$ cat config.mk
export PLATFORM = sky130hd
export DESIGN_NAME = dchp_engine
export DESIGN_NICKNAME = d
export VERILOG_FILES = /design/src/dchp_pkg.sv /design/src/dchp_engine.sv
export VERILOG_INCLUDE_DIRS = /design/src
export SDC_FILE = /design/constraint.sdc
export NUM_CORES = 1
export LEC_CHECK = 0
export BUFFER_PORTS_ARGS = -buffer_cell sky130_fd_sc_hd__buf_2
export CORE_MARGIN = 4
export CORE_UTILIZATION = 50
export DETAILED_ROUTE_END_ITERATION = 16
export PLACE_DENSITY_LB_ADDON = 0.05
export SLEW_MARGIN = 20
export SYNTH_ARGS = -nofsm -noshare
export SYNTH_HDL_FRONTEND = slang
export SYNTH_SLANG_ARGS = --single-unit
$ cat constraint.sdc
create_clock -name CLK -period 2.8 [get_ports CLK]
set_input_delay 0.56 -clock CLK [delete_from_list [all_inputs] [get_ports CLK]]
set_output_delay 0.56 -clock CLK [all_outputs]
set_load 0.03 [all_outputs]
$ cat src/dchp_regs.svh
// Constants for the host phase protocol engine of the disk controller.
// Assumes a 40 MHz system clock; included by its bare name.
`ifndef DCHP_REGS_SVH
`define DCHP_REGS_SVH
`define DCHP_MSR_REQ_BIT        7
`define DCHP_MSR_DIR_BIT        6
`define DCHP_MSR_NDMA_BIT       5
`define DCHP_MSR_BUSY_BIT       4
`define DCHP_CLK_MHZ            40
`define DCHP_REQ_DLY_FAST_US    12
`define DCHP_REQ_DLY_SLOW_US    24
`define DCHP_REQ_DLY_FAST_CYC   (`DCHP_REQ_DLY_FAST_US * `DCHP_CLK_MHZ)
`define DCHP_REQ_DLY_SLOW_CYC   (`DCHP_REQ_DLY_SLOW_US * `DCHP_CLK_MHZ)
`define DCHP_BYTE_PERIOD_US     13
`define DCHP_BYTE_PERIOD_CYC    (`DCHP_BYTE_PERIOD_US * `DCHP_CLK_MHZ)
`define DCHP_OP_READ_DATA       5'h06
`define DCHP_OP_WRITE_DATA      5'h05
`define DCHP_OP_FORMAT          5'h0D
`define DCHP_OP_RECAL           5'h07
`define DCHP_READ_DATA_PARAMS   4'h9
`define DCHP_FORMAT_PARAMS      4'h6
`define DCHP_RECAL_PARAMS       4'h2
`define DCHP_RW_RESULTS         3'h7
`define DCHP_RECAL_RESULTS      3'h2
`define DCHP_ST0_RESET          8'h00
`define DCHP_ST0_INVALID        8'h80
`define DCHP_ST0_SEEK_END       8'h20
`define DCHP_FILL_BYTE_RESET    8'h00
`endif

$ cat src/dchp_pkg.sv
// Types shared by the host phase protocol engine.
// Assumes dchp_regs.svh supplies the numeric constants.
package dchp_pkg;
    typedef enum {DCHP_CMD, DCHP_EXEC, DCHP_RES} dchp_phase_e;
    typedef struct packed {
        logic       req;
        logic       dir;
        logic       ndma;
        logic       busy;
        logic [3:0] drv_busy;
    } dchp_msr_s;
    typedef struct packed {
        logic       sel_n;
        logic       rd_n;
        logic       wr_n;
        logic       a0;
    } dchp_hbus_s;
endpackage

$ cat src/dchp_engine.sv
// Command/execution/result phase engine with processor handshakes; every command sets polled mode, so no DMA request is raised.
// Assumes strobes come from outside the clock domain; the drive side is
// modelled by a byte pacer and a fill pattern.
`timescale 1ns/1ps
`default_nettype none
`include "dchp_regs.svh"

// Overview of operation
// - Request flag held low 12 or 24 us after each data register access.
// - Each valid command runs command, execution, then result phase; an invalid opcode goes straight to result.
// - Non-DMA drive read raises interrupt per available byte.
// - Non-DMA read strobe outputs byte and clears interrupt.
// - Request flag mirrors interrupt, one byte per 13 us.
// - Write commands clear interrupt by write strobe.
// - Transfer continues until terminal count.
// - DMA mode: no execution interrupts, DMA request per byte; every command here sets ndma_r, so DMA mode is never entered.
// - DMA request drops as soon as acknowledge goes low.
// - Terminal count ends execution and raises result interrupt.
// - First result read clears the result interrupt.
// - All result bytes must be read before a new command.
// - Main status always readable; status bytes only in result phase.
// - Recalibrate decoded with drive byte, head retracts to cylinder 0.
// - Format takes size, count, gap, fill, writes one track.
// - Last command byte starts execution; last result byte ends command.
// - Terminal count aborts any running command except recalibrate, whose execution branch wins.
// - Bit 7 request, bit 6 direction toward processor.
module dchp_engine
    import dchp_pkg::*;
#(
    parameter int SYNC_STAGES = 3
)(
    input  wire logic       CLK,
    input  wire logic       RST,
    input  wire logic       SLOW_CLOCK_MODE,
    input  wire logic       CS_N,
    input  wire logic       RD_N,
    input  wire logic       WR_N,
    input  wire logic       REGISTER_SELECT,
    input  wire logic [7:0] DB_IN,
    output logic      [7:0] DB_OUT,
    output logic            DB_OE,
    output logic            INT_REQ,
    output logic            DMA_REQUEST,
    input  wire logic       DMA_ACKNOWLEDGE_N,
    input  wire logic       TERMINAL_COUNT,
    output logic      [7:0] MAIN_STATUS,
    output logic      [1:0] DRIVE_SELECT,
    output logic            HEAD_RETRACT,
    output logic            TRACK_WRITE,
    output logic      [7:0] WRITE_BYTE
);

    if (SYNC_STAGES != 3) $error("SYNC_STAGES must be 3");

    // Three-stage sync; only stages 2 and 3 are compared
    logic [5:0] s1_r, s2_r, s3_r;
    logic [5:0] ps_r;
    logic [5:0] raw;
    assign raw = {CS_N, RD_N, WR_N, REGISTER_SELECT, DMA_ACKNOWLEDGE_N, TERMINAL_COUNT};
    always_ff @(posedge CLK)
    begin
        if (RST)
        begin
            s1_r <= 6'h3A;
            s2_r <= 6'h3A;
            s3_r <= 6'h3A;
            ps_r <= 6'h3A;
        end
        else
        begin
            s1_r <= raw;
            s2_r <= s1_r;
            s3_r <= s2_r;
            for (int i = 0; i < 6; i++)
                if (s2_r[i] == s3_r[i])
                    ps_r[i] <= s3_r[i];
        end
    end
    logic cs_n_s, rd_n_s, wr_n_s, a0_s, dma_acknowledge_n_s, tc_s;
    assign {cs_n_s, rd_n_s, wr_n_s, a0_s, dma_acknowledge_n_s, tc_s} = ps_r;

    // Strobe edges; a held strobe counts once
    logic rd_q_r, wr_q_r;
    logic rd_act, wr_act, rd_fall, wr_fall;
    assign rd_act  = !rd_n_s && (!cs_n_s || !dma_acknowledge_n_s);
    assign wr_act  = !wr_n_s && (!cs_n_s || !dma_acknowledge_n_s);
    assign rd_fall = rd_act && !rd_q_r;
    assign wr_fall = wr_act && !wr_q_r;
    always_ff @(posedge CLK)
    begin
        if (RST)
        begin
            rd_q_r <= 1'b0;
            wr_q_r <= 1'b0;
        end
        else
        begin
            rd_q_r <= rd_act;
            wr_q_r <= wr_act;
        end
    end

    dchp_phase_e phase_r;
    logic [4:0]  op_r;
    logic [3:0]  pcnt_r, plen_r;
    logic [2:0]  rcnt_r, rlen_r;
    logic        ndma_r, wcmd_r, byte_rdy_r;
    logic [7:0]  st0_r, data_r, fill_r;
    logic [15:0] dly_r, pace_r;
    logic        tc_hit;

    logic data_rd, data_wr, dma_xfer;
    assign data_rd  = rd_fall && !cs_n_s && a0_s;
    assign data_wr  = wr_fall && !cs_n_s && a0_s;
    assign dma_xfer = (rd_fall || wr_fall) && !dma_acknowledge_n_s;
    assign tc_hit   = tc_s && phase_r == DCHP_EXEC;

    // Request flag blanking after each data register access
    always_ff @(posedge CLK)
    begin
        if (RST)
            dly_r <= 16'h0000;
        else if (data_rd || data_wr)
            dly_r <= SLOW_CLOCK_MODE ? 16'(`DCHP_REQ_DLY_SLOW_CYC)
                                     : 16'(`DCHP_REQ_DLY_FAST_CYC);
        else if (dly_r != 16'h0000)
            dly_r <= dly_r - 16'h0001;
    end

    // Phase sequencing; opcode decides parameter and result counts
    always_ff @(posedge CLK)
    begin
        if (RST)
        begin
            phase_r <= DCHP_CMD;
            op_r    <= 5'h00;
            pcnt_r  <= 4'h0;
            plen_r  <= 4'h0;
            rcnt_r  <= 3'h0;
            rlen_r  <= 3'h0;
            ndma_r  <= 1'b0;
            wcmd_r  <= 1'b0;
            st0_r   <= `DCHP_ST0_RESET;
            fill_r  <= `DCHP_FILL_BYTE_RESET;
            DRIVE_SELECT <= 2'h0;
        end
        else
        begin
            unique case (phase_r)
                DCHP_CMD:
                    if (data_wr && dly_r == 16'h0000)
                    begin
                        if (pcnt_r == 4'h0)
                        begin
                            op_r   <= DB_IN[4:0];
                            wcmd_r <= DB_IN[4:0] == `DCHP_OP_WRITE_DATA
                                   || DB_IN[4:0] == `DCHP_OP_FORMAT;
                            ndma_r <= 1'b1;   // No specify here: polled mode
                            unique case (DB_IN[4:0])
                                `DCHP_OP_READ_DATA, `DCHP_OP_WRITE_DATA:
                                begin
                                    plen_r <= `DCHP_READ_DATA_PARAMS;
                                    rlen_r <= `DCHP_RW_RESULTS;
                                    pcnt_r <= 4'h1;
                                end
                                `DCHP_OP_FORMAT:
                                begin
                                    plen_r <= `DCHP_FORMAT_PARAMS;
                                    rlen_r <= `DCHP_RW_RESULTS;
                                    pcnt_r <= 4'h1;
                                end
                                `DCHP_OP_RECAL:
                                begin
                                    plen_r <= `DCHP_RECAL_PARAMS;
                                    rlen_r <= 3'h0;
                                    pcnt_r <= 4'h1;
                                end
                                default:
                                begin
                                    // Invalid code: one result byte only
                                    st0_r   <= `DCHP_ST0_INVALID;
                                    rlen_r  <= 3'h1;
                                    rcnt_r  <= 3'h0;
                                    phase_r <= DCHP_RES;
                                end
                            endcase
                        end
                        else
                        begin
                            if (pcnt_r == 4'h1)
                                DRIVE_SELECT <= DB_IN[1:0];
                            if (op_r == `DCHP_OP_FORMAT && pcnt_r == 4'h5)
                                fill_r <= DB_IN;
                            if (pcnt_r == plen_r - 4'h1)
                            begin
                                pcnt_r  <= 4'h0;
                                phase_r <= DCHP_EXEC;
                            end
                            else
                                pcnt_r <= pcnt_r + 4'h1;
                        end
                    end
                DCHP_EXEC:
                    if (op_r == `DCHP_OP_RECAL)
                    begin
                        st0_r   <= `DCHP_ST0_SEEK_END | {6'h00, DRIVE_SELECT};
                        rlen_r  <= `DCHP_RECAL_RESULTS;
                        rcnt_r  <= 3'h0;
                        phase_r <= DCHP_RES;
                    end
                    else if (tc_hit)
                    begin
                        st0_r   <= {6'h00, DRIVE_SELECT};
                        rcnt_r  <= 3'h0;
                        phase_r <= DCHP_RES;
                    end
                DCHP_RES:
                    if (data_rd && dly_r == 16'h0000)
                    begin
                        if (rcnt_r == rlen_r - 3'h1)
                        begin
                            phase_r <= DCHP_CMD;
                            ndma_r  <= 1'b0;
                        end
                        else
                            rcnt_r <= rcnt_r + 3'h1;
                    end
            endcase
        end
    end

    // Drive-side byte pacer; a transferred byte frees the slot
    always_ff @(posedge CLK)
    begin
        if (RST || phase_r != DCHP_EXEC)
        begin
            pace_r     <= 16'h0000;
            byte_rdy_r <= 1'b0;
        end
        else if (byte_rdy_r && (ndma_r ? (wcmd_r ? data_wr : data_rd) : dma_xfer))
            byte_rdy_r <= 1'b0;
        else if (pace_r == 16'(`DCHP_BYTE_PERIOD_CYC - 1))
        begin
            pace_r     <= 16'h0000;
            byte_rdy_r <= 1'b1;
        end
        else
            pace_r <= pace_r + 16'h0001;
    end

    // Interrupt level: per byte in polled mode, and on result entry from execution
    always_ff @(posedge CLK)
    begin
        if (RST)
            INT_REQ <= 1'b0;
        else if (phase_r == DCHP_EXEC && (tc_hit || op_r == `DCHP_OP_RECAL))
            INT_REQ <= 1'b1;
        else if (phase_r == DCHP_RES && data_rd)
            INT_REQ <= 1'b0;
        else if (phase_r == DCHP_EXEC && ndma_r)
            INT_REQ <= byte_rdy_r && !(wcmd_r ? data_wr : data_rd);
    end

    // DMA request drops on acknowledge low
    always_ff @(posedge CLK)
    begin
        if (RST)
            DMA_REQUEST <= 1'b0;
        else
            DMA_REQUEST <= phase_r == DCHP_EXEC && !ndma_r && byte_rdy_r
                        && dma_acknowledge_n_s;
    end

    // Status and read data; result bytes only in result phase
    dchp_msr_s msr;
    logic      req;
    assign req = dly_r == 16'h0000
              && (phase_r != DCHP_EXEC || (ndma_r && byte_rdy_r));
    assign msr = '{req: req, dir: phase_r == DCHP_RES || (phase_r == DCHP_EXEC && !wcmd_r),
                   ndma: phase_r == DCHP_EXEC && ndma_r,
                   busy: phase_r != DCHP_CMD || pcnt_r != 4'h0, drv_busy: 4'h0};
    always_ff @(posedge CLK)
    begin
        if (RST)
        begin
            MAIN_STATUS <= 8'h00;
            DB_OUT      <= 8'h00;
            data_r      <= 8'h00;
        end
        else
        begin
            MAIN_STATUS <= msr;
            data_r      <= data_r + 8'h01;   // Stand-in for drive read data
            if (rd_act)
                DB_OUT <= DB_OUT;   // Byte stands for the whole read, not the next one
            else if (phase_r == DCHP_RES)
                DB_OUT <= rcnt_r == 3'h0 ? st0_r : 8'h00;
            else if (phase_r == DCHP_EXEC)
                DB_OUT <= data_r;
            else
                DB_OUT <= 8'h00;
            if (!cs_n_s && !a0_s)
                DB_OUT <= msr;
        end
    end
    assign DB_OE = rd_act;
    assign HEAD_RETRACT = phase_r == DCHP_EXEC && op_r == `DCHP_OP_RECAL;
    assign TRACK_WRITE  = phase_r == DCHP_EXEC && op_r == `DCHP_OP_FORMAT;
    assign WRITE_BYTE   = fill_r;

    // Checks
    req_blank_a: assert property (@(posedge CLK) disable iff (RST)
        (data_rd || data_wr) |=> !req [*8]) else $error("request flag not blanked");
    drq_drop_a: assert property (@(posedge CLK) disable iff (RST)
        !dma_acknowledge_n_s |=> !DMA_REQUEST) else $error("DMA request held under acknowledge");
    dma_noint_a: assert property (@(posedge CLK) disable iff (RST)
        phase_r == DCHP_EXEC && !ndma_r && !tc_hit |=> !$rose(INT_REQ)) else $error("interrupt in DMA");
    res_int_a: assert property (@(posedge CLK) disable iff (RST)
        tc_hit |=> INT_REQ && phase_r == DCHP_RES) else $error("no result interrupt");
    res_clr_a: assert property (@(posedge CLK) disable iff (RST)
        phase_r == DCHP_RES && data_rd |=> !INT_REQ) else $error("result interrupt not cleared");
    res_lock_a: assert property (@(posedge CLK) disable iff (RST)
        phase_r == DCHP_RES && !data_rd |=> phase_r == DCHP_RES) else $error("result left early");
    dir_res_a: assert property (@(posedge CLK) disable iff (RST)
        phase_r == DCHP_RES |-> msr.dir) else $error("direction wrong in result");
    int_hold_a: assert property (@(posedge CLK) disable iff (RST)
        phase_r == DCHP_RES && INT_REQ && !data_rd |=> INT_REQ) else $error("interrupt dropped");

endmodule // dchp_engine
`default_nettype wire

Word-level counts from Yosys, hierarchy flattened
Cells that the tools add are included.
Cells by class
  multiplexer cells: 51
  shift operators: 0
  $add $sub $neg: 7
  div/mod/pow operators: 0
  reductions and logical operators: 73
  bitwise gates (word level): 1
  order comparisons: 0
  multiply operators: 0
  equal/unequal tests: 34
Operators with widths (count)
  $mux 32: 8
  $pmux 32 s3: 1
  $mux 8: 10
  $eq 32x2->1 const B: 2
  $mux 16: 3
  $eq 32x1->1 const B: 1
  $eq 32x3->1 const B: 1
  $logic_not 32->1: 1
  $ne 32x2->1 const B: 1
  $reduce_bool 32->1: 1
  $mux 3: 10
  $logic_and 1x1->1: 27
  $eq 5x3->1 const B: 4
  $add 16x1->16 const B: 1
  $eq 16x10->1 const B: 1
  $logic_not 16->1: 1
  $ne 2x2->1 const B: 8
  $pmux 8 s2: 1
  $reduce_and 4->1: 4
  $reduce_bool 16->1: 1
  $sub 16x1->16 const B: 1
  $mux 4: 3
  $pmux 3 s2: 2
  $pmux 4 s3: 1
  other kinds (31): 72
Word-level totals
  output and inout port bits: 31
  word-level logic and storage cells: 198
  bits in latches: 0
  bits in read-only memories: 0
  bits in writable memories: 0
  register bits after elaboration: 156
  memories kept: 0

Longest topological paths before layout
Gate-level depths: netlist of the first run.
  word-level depth: 12
  mapped depth: 8
  mapped depth without buffers: 7

Worst setup path after synthesis of the first run
No wires, ideal clock.
  path type: register to register
  start: register pcnt_r[0]
  end: register plen_r[0]
  period minus slack after synthesis: 2335 ps
  arrival time: 2219 ps
  buffers on the path: 1
  library setup time: 116 ps
  path slack: 465 ps
  cell stages (with the launch flop): 9
  path through: dfxtp_1 > inv_1 > ha_1 > nor3b_2 > nand2_1 > or3_1 > buf_6 > or4_4 > and3_1
Between the ends
  word-level cells in the longest chain between the ends: 2
RTL lines
  start, declared: line dchp_engine.sv:105  | logic [3:0] pcnt_r, plen_r;
  start signal, assigned: line dchp_engine.sv:200  | pcnt_r <= pcnt_r + 4'h1;
  $logic_not 4->1: line dchp_engine.sv:153  | if (pcnt_r == 4'h0)
  $reduce_and 4->1 (no source line)
  end signal, assigned: line dchp_engine.sv:162  | plen_r <= `DCHP_READ_DATA_PARAMS;
  end signal, assigned: line dchp_engine.sv:168  | plen_r <= `DCHP_FORMAT_PARAMS;
  end signal, assigned: line dchp_engine.sv:174  | plen_r <= `DCHP_RECAL_PARAMS;
  end, declared: line dchp_engine.sv:105
No other way between the ends.
A chain may end at the register's enable or synchronous reset.

Final worst setup path of the first run
  start: register phase_r[1]
  end: output HEAD_RETRACT
Between the ends
  word-level cells in the longest chain between the ends: 2
RTL lines
  start, declared: line dchp_engine.sv:103  | dchp_phase_e phase_r;
  start signal, assigned: line dchp_engine.sv:135  | phase_r <= DCHP_CMD;
  start signal, assigned: line dchp_engine.sv:184  | phase_r <= DCHP_RES;
  start signal, assigned: line dchp_engine.sv:197  | phase_r <= DCHP_EXEC;
  $eq 32x2->1: line dchp_engine.sv:307  | assign HEAD_RETRACT = phase_r == DCHP_EXEC && op_r == `DCHP_OP_RECAL;
  $logic_and 1x1->1 (no source line)
  end, declared: line dchp_engine.sv:48  | output logic HEAD_RETRACT,
No other way between the ends.

==> reports/results.ini, run 1 <==
[clock_network]
cts_resized=0
cts-root-buf=clkbuf_8
post-cts-setup-buffers=0
cts_hold_buf=0
clk_pin_slew_ns=0.06
insertion_delay_ns=0.54
clkSinkCount=117
clock_path_buffers=2
cts_inserted_buffers=17
cts_max_level=4
tritoncts=built

[floorplan]
core_sq_mm=0.0105
rows=37
start_util_pct=52.2
die-area_sq_mm=0.0127
fp.dieW_microns=112
die-height_microns=112
ios=48

[logic_synthesis]
yosys.area_share.simple_pct=25.5
synth.avg_cell_area_sq_um=8.64
synth_area_leaders=dfxtp_1 43%, a21oi_1 6.0%, nand2_1 3.2%
synth_warnings=0
synth_top_cell_by_area=dfxtp_1
synth_cells=632
synth_area_sq_mm=0.00546
synth_top_family_by_area=simple AND/OR/NAND/NOR gates
seq_area_frac_synth_pct=42.9
ys_seq_elements=117
ys_async_sr_fraction_pct=0
synth-compound-area-share_pct=17.7
synth_top_area_share_pct=42.9
muxShareOfSynthArea_pct=0.734
synth_fa_ha_area_share_pct=3.21
synth_edf_count=0
synth-xor-area-share_pct=5.02
ys_types=66
synthFlopType=dfxtp_1

[job]
cap_violations=0

[final_layout]
drive_above_1_share_pct=16.3
insertedDiodeCount=0
area_growth_syn_to_layout_pct=17.4
nNetsFinal=706
final_cells=824
mostFrequentLayoutCell=dfxtp_1
final_cell_mix=117 x dfxtp_1, 65 x a21oi_1, 47 x nand2_1

[timing]
timing.final.crit_share_pct=90.2
worst_pin_slew_ns=0.860
rsz0062_at_grt=false
setup_viol=0
period_needed_ns=2.53
finClkSkew_ns=0.00951
hold_violations=0
fmax_mhz=396
drv_slew=0
setup-tns-final_ns=0
relSlewSlack_pct=42.4

[placement]
place_inst=792
portBuffers=43
gp_congestion=0.833
hpwl_mm=9.01

[global_routing]
grt_pass1_vias=4602
grt-ovfl-total=0
grt_pass1_wl_mm=22.0
grt_max_degree=72
antenna_found_initial=0
grt_use_total_pct=21.5

[critical_path]
cp.required_ns=2.24
r2r_slack_ns=0.29
endpoint_kind=output port
critPathLaunchType=flip-flop
crit_arrival_ns=1.97
crit_path_max_fanout=15
worst-setup-path-type=flip-flop to output port

[detailed_routing]
wl_per_cell_microns=15.8
routed_wl_mm=13.0
drt_first_pass_iters=4
first_iter_violations=306
postRouteAntennaNets=0
vias=4745
drc_errors=0
via_per_inst=5.76

[hold_path]
hold_class=primary input to flip-flop

[power_and_ir_drop]
peakVddDrop_v=0.000597
power.density_mw_per_mm2=750
power_leakage_nw=2.34

[run_status]
status=complete, no violations

-- critical path: stages (launching register included) --
cell and delay (ns):
dfxtp_1 0.32, inv_1 0.08, ha_1 0.55, nand2_1 0.18, inv_1 0.09, buf_2 0.19
-- through the flow --
stage | hold slack, ns | total power [mW] | area (sq um) | setup slack (ns) | utilization [%]
after floorplan | 0.389 | 2.49 | 5470 | 0.465 | -
after global placement | 0.393 | 2.64 | 5810 | 0.437 | 55.5
final | 0.195 | 4.80 | 6410 | 0.273 | 61.2
after detailed placement | 0.402 | 2.66 | 5810 | 0.328 | 55.5
after CTS | 0.178 | 4.84 | 6410 | 0.261 | 61.2
after global routing | 0.191 | 5.04 | 6410 | 0.0943 | 61.2
-- final timing paths --
check                           cells past startpoint       start      endpoint
worst max-delay path                                5  phase_r[1]  HEAD_RETRACT
worst min register to register                      1     s1_r[4]       s2_r[4]
worst max register to register                      7   pcnt_r[0]     plen_r[0]
worst min-delay path                                2        RD_N       s1_r[4]
-- logic make-up after synthesis --
kind of cell               Yosys count
other                                1
AOI/OAI and AO/OA                  160
adders and majority gates           14
and+or+nand+nor                    244
buffers and inverters               64
xor gates and xnor gates            28
DFF                                117
muxes                                4
-- report_power, final --
part	switching (mW)	internal [mW]
Combinational	0.471	0.305
Sequential	0.0863	1.76
Clock	0.784	1.40
Total	1.34	3.46
-- sequential cells by signal, indices dropped and copies added (netlist names), 2 cells and up --
signal	flops
DB_OUT	8
DRIVE_SELECT	2
MAIN_STATUS	4
WRITE_BYTE	8
data_r	8
dly_r	16
op_r	5
pace_r	16
pcnt_r	4
phase_r	2
plen_r	3
ps_r	6
rcnt_r	3
rlen_r	3
s1_r	6
s2_r	6
s3_r	6
st0_r	4
-- layer usage --
| metal | up-vias | GRT usage [%] | routed length (microns) |
|---|---|---|---|
| met5 | - | 0 | 0 |
| met4 | 0 | 9.05 | 210 |
| met3 | 17 | 6.04 | 483 |
| met2 | 100 | 34.1 | 6150 |
| met1 | 2257 | 27.4 | 6180 |
| li1 | 2371 | - | - |
-- cell type report --
type	count	area, sq um
well taps	136	170
flip-flops and latches	117	2340
multi-input cells	454	2860
fillers	970	4060
clock buffers	20	445
inverters	29	109
repair buffers	56	325
clock inverters	12	154
-- cell usage after synthesis (4+ instances only) --
cell type,instances
dfxtp_1,117
a21oi_1,65
nand2_1,47
nor2_1,44
o21ai_0,34
inv_1,28
nand4_1,27
clkbuf_1,25
nand3_1,18
or3_1,18
xor2_1,16
or2_2,15
ha_1,14
nor2b_1,14
a211oi_1,11
o31ai_1,10
xnor2_1,10
nor3_1,9
and3_1,8
nor4_1,8
or4_1,5
a311oi_1,4
a31oi_1,4
and2_1,4
buf_4,4
mux2i_1,4
o21ai_1,4
Power figures use the tool's default switching activity.
==> run 2: changes to the inputs <==
==> constraint.sdc (replaced) <==
create_clock -name CLK -period 2.8 [get_ports CLK]
set_input_delay 0.14 -clock CLK [delete_from_list [all_inputs] [get_ports CLK]]
set_output_delay 0.14 -clock CLK [all_outputs]
set_load 0.03 [all_outputs]
==> reports/results.ini, run 2 (synthesis gave the netlist of run 1 again) <==
[detailed_routing]
wl_per_cell_microns=15.7
first_iter_violations=295
routed_wl_mm=13.2
postRouteAntennaNets=0
vias=4855
drt_first_pass_iters=5
via_per_inst=5.77
drc_errors=0

[hold_path]
hold_class=primary input to flip-flop
min_to=s1_r[5]
worstHoldStart=CS_N
hold_depth=3

[floorplan]
core_sq_mm=0.0105
die-area_sq_mm=0.0127
die-height_microns=112
fp.dieW_microns=112
ios=48
rows=37
start_util_pct=52.2

[placement]
portBuffers=43
hpwl_mm=9.08
gp_congestion=0.874
place_inst=794

[power_and_ir_drop]
p_int_mw=3.38
peakVddDrop_v=0.000609
pwr-share-comb_pct=17.2
switchingPower_mw=1.38
swShare_pct=28.9
p_seq_share_pct=38.7
p_clk_share_pct=44.1
power.density_mw_per_mm2=727
power_leakage_nw=2.41

[timing]
hold_violations=0
fmax_mhz=395
drv_slew=0
setup-tns-final_ns=0
setup_viol=0
worst_pin_slew_ns=0.829
relSlewSlack_pct=44.5
rsz0062_at_grt=false
timing.final.crit_share_pct=90.4
period_needed_ns=2.53
finClkSkew_ns=0.00619
whs_ns=0.328

[final_layout]
mostFrequentLayoutCell=dfxtp_1
final_cells=842
final_cell_mix=117 x dfxtp_1, 65 x a21oi_1, 47 x nand2_1
drive_above_1_share_pct=16.3
largestRegisters=dly_r (16), pace_r (16)
nNetsFinal=724
nFillCells=943
insertedDiodeCount=0
area_growth_syn_to_layout_pct=20.0

[global_routing]
grt_pass1_wl_mm=22.2
grt_max_degree=43
antenna_found_initial=0
grt_pass1_vias=4654
grt-ovfl-total=0
grt_use_total_pct=21.5

[clock_network]
cts-root-buf=clkbuf_8
tritoncts=built
insertion_delay_ns=0.53
cts_max_level=4
clk_pin_slew_ns=0.06
cts_inserted_buffers=17
clock_path_buffers=2
clkSinkCount=117
cts_resized=0

[critical_path]
cpPeakStageDelay_ns=0.53
worst-setup-path-type=flip-flop to flip-flop
reg2reg_from=pcnt_r[0]
crit_arrival_ns=2.95
r2r_slack_ns=0.27
cp.depth=7
rr_worst_depth=7
endpoint_kind=flip-flop
worstPathCellList=inv_1 -> ha_1 -> nor3b_2 -> nand2_1 -> or3_1 -> or4_4 -> and3_1
worst_path_max_delay_cell=or4_4
crit_family=simple AND/OR/NAND/NOR gates
cp.buffers_inverters=1
crit_path_max_fanout=7
critPathLaunchType=flip-flop
rr_endpoint=plen_r[0]
cp.required_ns=3.22

[job]
cap_violations=0

[run_status]
status=complete, no violations

==> run 2: layout make-up <==
cell class	count	area [sq um]	share of cell area [%]
clock buffers	18	428	6.53
clock inverters	14	151	2.31
inverters	29	109	1.66
multi-input cells	454	2860	43.7
flip-flops and latches	117	2340	35.8
well taps	136	170	2.60
repair buffers	74	488	7.45
==> run 2: stage by stage <==
step	utilization [%]	setup slack (ns)	power (mW)	area (sq um)
after global placement	55.5	0.413	2.65	5810
after CTS	62.6	0.281	4.79	6550
after global routing	62.6	0.142	4.98	6550
after floorplan	-	0.465	2.49	5470
after detailed placement	55.5	0.315	2.68	5810
final	62.6	0.269	4.76	6550
==> run 2: how the worst max path moves through the flow <==
stage	start	slack [ns]	end
global placement	pcnt_r[0]	0.41	plen_r[0]
global route	pcnt_r[0]	0.14	rcnt_r[0]
floorplan	pcnt_r[0]	0.47	plen_r[0]
CTS	pcnt_r[0]	0.28	plen_r[0]
finish	pcnt_r[0]	0.27	plen_r[0]
detailed placement	pcnt_r[0]	0.32	plen_r[0]
==> run 2: power groups by stage <==
stage               Sequential (mW)  Combinational (mW)  Clock [mW]
floorplan                      1.87               0.621           0
global placement               1.88               0.774           0
detailed placement             1.88               0.797           0
CTS                            1.84               0.822        2.13
global route                   1.86               0.913        2.21
finish                         1.85               0.819        2.10
==> run 2: what timing repair did <==
| item | in CTS | in global routing |
|---|---|---|
| endpoints found under the setup margin | 0 | 0 |
| hold buffers | 16 | 0 |
| buffers inserted | 0 | 0 |
| hold endpoints to repair | 30 | 0 |
==> run 2: per-layer routing <==
| metal | part of all wire [%] | track usage, % | routed length, microns |
|---|---|---|---|
| met4 | 1.5 | 6.89 | 195 |
| met5 | 0 | 0 | 0 |
| met2 | 49 | 35.5 | 6440 |
| met3 | 4.7 | 5.44 | 626 |
| met1 | 45 | 27.5 | 5970 |
==> run 2: worst min-delay path, delay by kind of cell <==
kind                   cells  cell delay (ns)
buffers and inverters      2             0.61
AND/OR/NAND/NOR            1             0.08
==> run 3: changes to the inputs <==
--- a/config.mk
+++ b/config.mk
@@ -7,9 +7,12 @@
 export NUM_CORES = 1
 export LEC_CHECK = 0
 export BUFFER_PORTS_ARGS = -buffer_cell sky130_fd_sc_hd__buf_2
+export CELL_PAD_IN_SITES_DETAIL_PLACEMENT = 1
+export CELL_PAD_IN_SITES_GLOBAL_PLACEMENT = 1
 export CORE_MARGIN = 4
-export CORE_UTILIZATION = 50
+export CORE_UTILIZATION = 45
 export DETAILED_ROUTE_END_ITERATION = 16
+export GPL_ROUTABILITY_DRIVEN = 0
 export PLACE_DENSITY_LB_ADDON = 0.05
 export SLEW_MARGIN = 20
 export SYNTH_ARGS = -nofsm -noshare
==> reports/results.ini, run 3 (synthesis gave the netlist of run 1 again) <==
[timing]
setup_viol=0
rsz0062_at_grt=false
fmax_mhz=419
setup-tns-final_ns=0
whs_ns=0.0259
hold_violations=0
relSlewSlack_pct=46.1
timing.final.crit_share_pct=85.2
worst_pin_slew_ns=0.808
drv_slew=0
setup_slack_ns=0.413
period_needed_ns=2.39
finClkSkew_ns=0.0131

[final_layout]
final_cells=845
postLayoutCoreUtil_pct=55.8
insertedDiodeCount=0
nNetsFinal=720
largestRegisters=dly_r (16), pace_r (16)
nFillCells=1369
design_area_sq_mm=0.00650
final_cell_mix=117 x dfxtp_1, 65 x a21oi_1, 47 x nand2_1
drive_above_1_share_pct=16.0
area_growth_syn_to_layout_pct=19.1
mostFrequentLayoutCell=dfxtp_1

[clock_network]
clkSinkCount=117
post-cts-setup-buffers=0
tritoncts=built
cts_inserted_buffers=17
cts_resized=0
clk_pin_slew_ns=0.05
clock_path_buffers=2
cts-root-buf=clkbuf_16
insertion_delay_ns=0.42
cts_max_level=4

[critical_path]
cp-endpoint=pace_r[4]
crit_arrival_ns=2.73
rr_endpoint=pace_r[4]
cp.required_ns=3.14
r2r_slack_ns=0.41
crit_start=ps_r[5]
rr_worst_depth=6
reg2reg_from=ps_r[5]
crit_path_max_fanout=12
worstPathCellList=nor4b_2 -> buf_4 -> mux2i_1 -> o2111ai_1 -> or3_1 -> a21oi_1
cpPeakStageDelay_ns=0.48
critPathLaunchType=flip-flop
worst-setup-path-type=flip-flop to flip-flop
endpoint_kind=flip-flop
worst_path_max_delay_cell=or3_1

[detailed_routing]
drt_first_pass_iters=4
routed_wl_mm=15.3
via_per_inst=5.82
drc_errors=0
postRouteAntennaNets=0
wl_per_cell_microns=18.1
first_iter_violations=280
vias=4921

[global_routing]
grt_max_degree=60
grt_pass1_vias=5221
grt-ovfl-total=0
grt_pass1_wl_mm=25.7
antenna_found_initial=0
grt_use_total_pct=22.6

[placement]
place_inst=802
hpwl_mm=10.6
portBuffers=43
place_ws_ns=0.448
placed_area_sq_mm=0.00583

[power_and_ir_drop]
peakVddDrop_v=0.000420
p_total_mw=4.74
power.density_mw_per_mm2=729
power_leakage_nw=2.39

[floorplan]
die-area_sq_mm=0.0140
ios=48
start_util_pct=46.8
fp.dieW_microns=118
die-height_microns=118
core_sq_mm=0.0117
rows=39

[hold_path]
hold_class=primary input to flip-flop

[job]
cap_violations=0

[run_status]
status=complete, no violations

run 3: layout make-up:
class	count	area (sq um)	share of cell area [%]
Multi-Input combinational cell	454	2860	44.0
Sequential cell	117	2340	36.0
Clock buffer	25	495	7.62
Timing Repair Buffer	70	445	6.85
Tap cell	143	179	2.75
Inverter	29	109	1.67
Clock inverter	7	71.3	1.10
run 3: metal layers:
layer / share of wire, % / GRT usage, %
met5: 0 / 0
met4: 0.77 / 7.55
met3: 3.4 / 5.73
met2: 51 / 38.6
met1: 45 / 27.9
run 3: worst min path at each step:
| stage | startpoint | to | slack (ns) | depth (start not counted) |
|---|---|---|---|---|
| after floorplan | DMA_ACKNOWLEDGE_N | s1_r[1] | 0.24 | 1 |
| after detailed placement | CS_N | s1_r[5] | 0.33 | 2 |
| after CTS | SLOW_CLOCK_MODE | dly_r[9] | 0.01 | 3 |
| after global placement | CS_N | s1_r[5] | 0.32 | 2 |
| final | SLOW_CLOCK_MODE | dly_r[9] | 0.03 | 3 |
| after global routing | SLOW_CLOCK_MODE | dly_r[9] | 0.01 | 3 |
run 3: where the power goes:
group	total [mW]	switching (mW)	leakage [nW]	internal [mW]
logic	0.824	0.510	1.17	0.314
clock network	2.07	0.758	0.269	1.31
registers	1.85	0.0897	0.949	1.76
run 3: critical path, delay by kind of cell, from the launching register on:
kind,cells,cell delay (ns)
and+or+nand+nor,2,0.57
DFF,1,0.47
muxes,1,0.44
AOI/OAI and AO/OA,2,0.64
buffers and inverters,1,0.18
run 3: timing repair:
item	in CTS	in global routing
hold buffers	11	0
hold endpoints to repair	11	0
setup endpoints to repair	0	0
